==> src/hdl/i2cst_pkg.sv <==
// constants of the two-wire start trigger controller
package i2cst_pkg;
  // register byte addresses
  localparam logic [7:0] CTRL_ADDR = 8'h00;
  localparam logic [7:0] FLAG_ADDR = 8'h04;
  localparam logic [7:0] RATE_ADDR = 8'h08;
  localparam logic [7:0] STAT_ADDR = 8'h0C;
  localparam logic [7:0] MASK_ADDR = 8'h10;
  localparam logic [7:0] STATE_ADDR = 8'h14;
  // bus_control_register fields
  localparam int CTRL_STOP_BIT = 0;
  localparam int CTRL_START_BIT = 1;
  localparam int CTRL_EXIT_BIT = 6;
  localparam int CTRL_EN_BIT = 7;
  // bus_flag_register fields
  localparam int FLAG_RESV_DIS_BIT = 0;
  localparam int FLAG_BUSY_BIT = 6;
  localparam int FLAG_FAIL_BIT = 7;
  // interrupt status and mask fields
  localparam int EV_START_BIT = 0;
  localparam int EV_FAIL_BIT = 1;
  localparam int EV_ARB_BIT = 2;
  localparam int EV_W = 3;
  // reset values
  localparam logic [7:0] RATE_RST = 8'h64;
  localparam logic [EV_W-1:0] MASK_RST = 3'h0;
  localparam logic [31:0] RDATA_RST = 32'h0000_0000;
  // start sequencer states
  typedef enum logic [2:0] {
    ST_IDLE = 3'b000,
    ST_SETUP = 3'b001,
    ST_SDA_LOW = 3'b010,
    ST_WAIT = 3'b011,
    ST_REL_SDA = 3'b100
  } i2cst_state_e;
endpackage

==> src/hdl/i2cst_ctl.sv <==
// start condition trigger controller with apb registers
//
// The APB register port and the address map were decided locally.
`timescale 1ns/100ps
module i2cst_ctl
  import i2cst_pkg::*;
(
  input wire logic CLK,
  input wire logic SRST,
  input wire logic PSEL,
  input wire logic PENABLE,
  input wire logic PWRITE,
  input wire logic [7:0] PADDR,
  input wire logic [31:0] PWDATA,
  output logic [31:0] PRDATA,
  output logic PREADY,
  output logic PSLVERR,
  input wire logic SCL_IN,
  output logic SCL_OUT,
  output logic SCL_OEN,
  input wire logic SDA_IN,
  output logic SDA_OUT,
  output logic SDA_OEN,
  output logic IRQ
);

  ////////////////////////////////////////////////////////////////////////////
  // wire inputs pass two flops before any logic
  logic scl_m, scl_s, sda_m, sda_s, sda_p;
  always_ff @(posedge CLK) begin
    if (SRST) begin
      scl_m <= 1'b1;
      scl_s <= 1'b1;
      sda_m <= 1'b1;
      sda_s <= 1'b1;
      sda_p <= 1'b1;
    end else begin
      scl_m <= SCL_IN;
      scl_s <= scl_m;
      sda_m <= SDA_IN;
      sda_s <= sda_m;
      sda_p <= sda_s;
    end
  end
  logic det_start, det_stop;
  assign det_start = scl_s & sda_p & ~sda_s;
  assign det_stop = scl_s & ~sda_p & sda_s;

  ////////////////////////////////////////////////////////////////////////////
  i2cst_state_e state, next_state;
  logic [7:0] cnt, next_cnt, rate, next_rate;
  logic trig, next_trig, en, next_en, resv_dis, next_resv_dis;
  logic fail, next_fail, busy, next_busy;
  logic [EV_W-1:0] stat, next_stat, mask, next_mask;
  logic [31:0] next_prdata;
  logic next_pready, next_pslverr, next_scl_oen, next_sda_oen, next_irq;
  logic acc, wr, mapped, arb, ev_start, ev_fail, trig_wr, exit_wr;

  assign acc = PSEL & PENABLE & PREADY;
  assign wr = acc & PWRITE;
  assign mapped = (PADDR == CTRL_ADDR) | (PADDR == FLAG_ADDR) | (PADDR == RATE_ADDR) |
                  (PADDR == STAT_ADDR) | (PADDR == MASK_ADDR) | (PADDR == STATE_ADDR);
  assign trig_wr = wr & (PADDR == CTRL_ADDR) & PWDATA[CTRL_START_BIT];
  assign exit_wr = wr & (PADDR == CTRL_ADDR) & PWDATA[CTRL_EXIT_BIT];
  // a third party pulling data low while we wait to start
  assign arb = (state == ST_SETUP) & scl_s & ~sda_s;

  always_comb begin
    next_state = state;
    next_cnt = cnt;
    next_trig = trig;
    next_en = en;
    next_resv_dis = resv_dis;
    next_rate = rate;
    next_fail = fail;
    next_busy = busy;
    next_mask = mask;
    ev_start = 1'b0;
    ev_fail = 1'b0;
    // one wait state so read data comes from a flop
    next_pready = PSEL & PENABLE & ~PREADY;
    next_pslverr = PSEL & PENABLE & ~PREADY & ~mapped;
    next_prdata = RDATA_RST;
    if (PSEL & PENABLE & ~PREADY & ~PWRITE) begin
      case (PADDR)
        // trigger, stop and exit bits always read zero
        CTRL_ADDR: next_prdata[CTRL_EN_BIT] = en;
        FLAG_ADDR: begin
          next_prdata[FLAG_RESV_DIS_BIT] = resv_dis;
          next_prdata[FLAG_BUSY_BIT] = busy;
          next_prdata[FLAG_FAIL_BIT] = fail;
        end
        RATE_ADDR: next_prdata[7:0] = rate;
        STAT_ADDR: next_prdata[EV_W-1:0] = stat;
        MASK_ADDR: next_prdata[EV_W-1:0] = mask;
        STATE_ADDR: next_prdata[3:0] = {trig, state};
        default: next_prdata = RDATA_RST;
      endcase
    end
    if (wr) begin
      case (PADDR)
        CTRL_ADDR: next_en = PWDATA[CTRL_EN_BIT];
        FLAG_ADDR: next_resv_dis = PWDATA[FLAG_RESV_DIS_BIT];
        RATE_ADDR: next_rate = PWDATA[7:0];
        MASK_ADDR: next_mask = PWDATA[EV_W-1:0];
        default: next_mask = mask;
      endcase
    end
    // bus ownership as seen on the wire, ours included
    if (det_start) begin
      next_busy = 1'b1;
    end else if (det_stop) begin
      next_busy = 1'b0;
    end
    case (state)
      ST_IDLE: begin
        // a pending trigger is the reservation: start once the bus frees
        if (trig & ~busy) begin
          next_state = ST_SETUP;
          next_cnt = 8'h00;
        end
      end
      ST_SETUP: begin
        if (arb) begin
          next_state = ST_IDLE;
        end else if (scl_s & sda_s) begin
          next_cnt = cnt + 8'h01;
          if (cnt >= rate) begin
            next_state = ST_SDA_LOW;
            next_cnt = 8'h00;
          end
        end else begin
          next_cnt = 8'h00;
        end
      end
      ST_SDA_LOW: begin
        next_cnt = cnt + 8'h01;
        if (cnt >= rate) begin
          next_state = ST_WAIT;
          next_cnt = 8'h00;
          ev_start = 1'b1;
        end
      end
      ST_WAIT: begin
        if (trig) begin
          next_state = ST_REL_SDA;
          next_cnt = 8'h00;
        end
      end
      ST_REL_SDA: begin
        // data rises under a low clock, so no stop is made on the way
        next_cnt = cnt + 8'h01;
        if (cnt >= rate) begin
          next_state = ST_SETUP;
          next_cnt = 8'h00;
        end
      end
      default: next_state = ST_IDLE;
    endcase
    if (trig_wr & en) begin
      if ((state != ST_WAIT) & busy & resv_dis) begin
        ev_fail = 1'b1;
      end else begin
        next_trig = 1'b1;
      end
    end
    // a refused trigger is dropped too, so no stale reservation survives
    if (ev_start | ev_fail | arb | exit_wr) begin
      next_trig = 1'b0;
    end
    if (exit_wr) begin
      next_state = ST_IDLE;
    end
    if (ev_fail) begin
      next_fail = 1'b1;
    end else if (trig_wr & en) begin
      next_fail = 1'b0;
    end
    if (~en) begin
      next_state = ST_IDLE;
      next_trig = 1'b0;
      next_busy = 1'b0;
      next_fail = 1'b0;
      next_cnt = 8'h00;
    end
    // write one to clear, a new event wins over the clear
    next_stat = stat;
    if (wr & (PADDR == STAT_ADDR)) begin
      next_stat = stat & ~PWDATA[EV_W-1:0];
    end
    next_stat[EV_START_BIT] = next_stat[EV_START_BIT] | ev_start;
    next_stat[EV_FAIL_BIT] = next_stat[EV_FAIL_BIT] | ev_fail;
    next_stat[EV_ARB_BIT] = next_stat[EV_ARB_BIT] | arb;
    next_irq = |(next_stat & next_mask);
    next_sda_oen = ~((next_state == ST_SDA_LOW) | (next_state == ST_WAIT));
    next_scl_oen = ~((next_state == ST_WAIT) | (next_state == ST_REL_SDA));
  end

  always_ff @(posedge CLK) begin
    if (SRST) begin
      state <= ST_IDLE;
      cnt <= 8'h00;
      trig <= 1'b0;
      en <= 1'b0;
      resv_dis <= 1'b0;
      rate <= RATE_RST;
      fail <= 1'b0;
      busy <= 1'b0;
      stat <= '0;
      mask <= MASK_RST;
      PRDATA <= RDATA_RST;
      PREADY <= 1'b0;
      PSLVERR <= 1'b0;
      SCL_OEN <= 1'b1;
      SDA_OEN <= 1'b1;
      SCL_OUT <= 1'b0;
      SDA_OUT <= 1'b0;
      IRQ <= 1'b0;
    end else begin
      state <= next_state;
      cnt <= next_cnt;
      trig <= next_trig;
      en <= next_en;
      resv_dis <= next_resv_dis;
      rate <= next_rate;
      fail <= next_fail;
      busy <= next_busy;
      stat <= next_stat;
      mask <= next_mask;
      PRDATA <= next_prdata;
      PREADY <= next_pready;
      PSLVERR <= next_pslverr;
      SCL_OEN <= next_scl_oen;
      SDA_OEN <= next_sda_oen;
      // open drain: only ever drives low
      SCL_OUT <= 1'b0;
      SDA_OUT <= 1'b0;
      IRQ <= next_irq;
    end
  end
endmodule

==> config.mk <==
export PLATFORM = sky130hd
export DESIGN_NAME = i2cst_ctl
export DESIGN_NICKNAME = d
export VERILOG_FILES = /design/src/hdl/i2cst_pkg.sv /design/src/hdl/i2cst_ctl.sv
export SDC_FILE = /design/constraint.sdc
export NUM_CORES = 1
export LEC_CHECK = 0
export BUFFER_PORTS_ARGS = -buffer_cell sky130_fd_sc_hd__buf_2
export CORE_MARGIN = 1
export CORE_UTILIZATION = 30
export DETAILED_ROUTE_END_ITERATION = 8
export PLACE_DENSITY_LB_ADDON = 0.05
export SYNTH_ARGS = -nofsm -noshare
export SYNTH_HDL_FRONTEND = slang
export SYNTH_SLANG_ARGS = --single-unit
==> constraint.sdc <==
create_clock -name CLK -period 5.1 [get_ports CLK]
set_input_delay 1.02 -clock CLK [delete_from_list [all_inputs] [get_ports CLK]]
set_output_delay 1.02 -clock CLK [all_outputs]
set_load 0.01 [all_outputs]
==> flow_summary.ini <==
[outcome]
status = finished, final reports clean

[power]
p_int_mw = 0.4998
p_per_area_mw_per_mm2 = 239.9
swShare = 0.2503
power.share.combinational = 0.054
p_total_mw = 0.6667
pwr-share-clk = 0.379
switchingPower_mw = 0.1669
p_leak_nw = 1.088
power_frac_seq = 0.567
ir_drop_mv = 0.07268

[synthesis]
synthesis.area_mm2 = 0.002535
synth_area_per_cell_um2 = 8.771
synthArstFlopShare = 0
ys.flop_type = dfxtp_1
ys_types = 56
syn-instance-count = 289
synth-edff-count = 0
ys_seq_elements = 48
ys_seq_area_frac = 0.3791
yosys_warnings = 0

[drt]
wl_per_cell_um = 13.83
ant_nets = 0
drtPass1Iterations = 4
drt_iter0_drc = 60
wirelength_um = 5863
routed-via-count = 1981
drc = 0
vias_per_cell = 4.672

[placement]
portBuffers = 35
place.gp.congestion = 0.6900
hpwl_um = 4448
post-place-cells = 416

[worst_setup_path]
ff2ff_setup_slack_ns = 2.56
cp-startpoint = PADDR[7]
cp_slowest_cell = nor3_2
startpoint_type = input pin
reg2reg_to = cnt[3]
worstPathArrival_ns = 3.32
cp_data_required_time_ns = 5.31
cp_top_family = simple AND/OR/NAND/NOR gates
rr_startpoint = rate[1]
cp_num_buf_inv = 1
criticalPathCategory = in2reg
cpPeakStageDelay_ns = 0.89
endpoint_kind = flip-flop
path_cells = buf_2 > or3_4 > nand4bb_1 > nor3_2 > nor2_1 > a211o_1
path_max_fanout = 11
ff2ff_path_depth = 8

[cells_and_area]
final_common_cell = dfxtp_1
ff_latch_area_um2 = 960.9
fin_cells = 424
layout_common_cells = dfxtp_1 (48), buf_2 (35), nor2_1 (32)
finalNetCount = 374
syn_to_final_growth_pct = 9.625
multi_input_area_mm2 = 0.001363
drive_gt1_frac = 0.1755
diodes = 0
nFillCells = 896

[sta]
slew_viol_final = 0
rsz0062_at_grt = false
layout_min_cycle_time_ns = 3.110
finClkSkew_ns = 0.009516
worst_pin_slew_ns = 0.8949
finalSetupViolCount = 0
finalHoldViolations = 0
slew_headroom = 0.4002
fin_tns_setup_ns = 0
finalCritPeriodShare = 0.6097
fmax_ghz = 0.3216

[min_path]
holdPathStages = 1
hp-class = reg2reg
min_from = scl_m
min_to = scl_s

[grt]
grt_pass1_vias = 1788
grt_pass1_wl_um = 9301
antenna_found_initial = 0
grt_max_degree = 25
gr-usage-all-layers = 0.1399
grt-ovfl-total = 0

[die]
die_area_mm2 = 0.008821
core_area_mm2 = 0.008217
io-pin-count = 86
die_y_um = 93.92
die_x_um = 93.92
start_util = 0.3085
rows = 33

[clock_network]
worstSkewPairLatency_ns = 0.31
post_cts_resized = 0
clock-sinks = 48
clockBufferDepth = 2
holdBufCountCts = 0
postCtsSetupBuffers = 0
cts.clk_slew.worst_paths_ns = 0.10
cts_tree = built
numCtsBuffers = 5
clock-root-buffer = clkbuf_8
htree_levels = 2

[flow_run]
drv_cap = 0
-- power by group through the flow --
stage	Combinational [mW]	Clock (mW)	Sequential, mW
after floorplan	0.0355	0	0.387
after global placement	0.0360	0	0.387
after detailed placement	0.0363	0	0.387
after CTS	0.0364	0.261	0.378
after global routing	0.0404	0.278	0.379
final	0.0360	0.252	0.378
-- worst max-delay path by stage --
| stage | end | cells after the start |
|---|---|---|
| floorplan | IRQ | 7 |
| global placement | rate[5] | 6 |
| detailed placement | rate[2] | 6 |
| CTS | rate[2] | 6 |
| global route | rate[6] | 6 |
| finish | rate[2] | 6 |
-- cells in the mapped netlist, types with 3 or more instances --
library cell  count  area share
o22a_1            3       0.010
xnor2_1           5       0.017
buf_4            27       0.080
clkbuf_1          8       0.012
a21oi_1          16       0.032
nor2b_1           6       0.015
nor3_1            9       0.018
a211o_1           3       0.010
dfxtp_1          48        0.38
or2_2             7       0.017
nand4_1           3      0.0074
o21ai_0           7       0.014
nor4_1            4      0.0099
nor2_1           32       0.047
a31oi_1           3      0.0074
nand2b_1          4      0.0099
nand3_1           6       0.012
inv_1            14       0.021
mux2i_1          16       0.063
nand2_1          15       0.022
ha_1              9       0.044
-- logic make-up after synthesis --
group | after synthesis | share of synthesized area
multiplexers | 16 | 0.06318
AO/OA/AOI/OAI | 55 | 0.1505
XOR/XNOR | 5 | 0.01727
other | 1 | 0.001479
flip-flops | 48 | 0.3791
buffers and inverters | 52 | 0.1204
adder cells (fa/ha/maj) | 9 | 0.04442
AND/OR/NAND/NOR | 103 | 0.2236
-- metal layers --
layer | GRT usage | share of wire | up-vias
li1 | - | - | 1021
met1 | 0.1882 | 0.50 | 901
met2 | 0.2226 | 0.44 | 51
met3 | 0.02751 | 0.046 | 8
met4 | 0.04615 | 0.014 | 0
met5 | 0 | 0 | -
-- stage by stage --
stage	setup slack, ns	utilization	instance area [um2]	hold WS (ns)
2_1_floorplan	2.491	-	2629	0.3895
3_3_place_gp	1.642	0.3265	2683	0.3948
3_5_place_dp	1.646	0.3265	2683	0.4005
4_1_cts	1.980	0.3382	2779	0.4251
5_1_grt	1.807	0.3382	2779	0.4347
6_report	1.990	0.3382	2779	0.4190
-- sequential cells by signal, indices dropped and copies added (netlist names), 3 cells and up --
signal  count
stat        3
rate        8
mask        3
cnt         8
PRDATA      8
state       3
-- area by class of cell --
class	count	area share
multi-input cells	214	0.4903
flip-flops and latches	48	0.3458
repair buffers	35	0.06303
well taps	105	0.04728
clock buffers	6	0.02972
inverters	14	0.01891
clock inverters	2	0.004953
(Power assumes the default switching activity.)
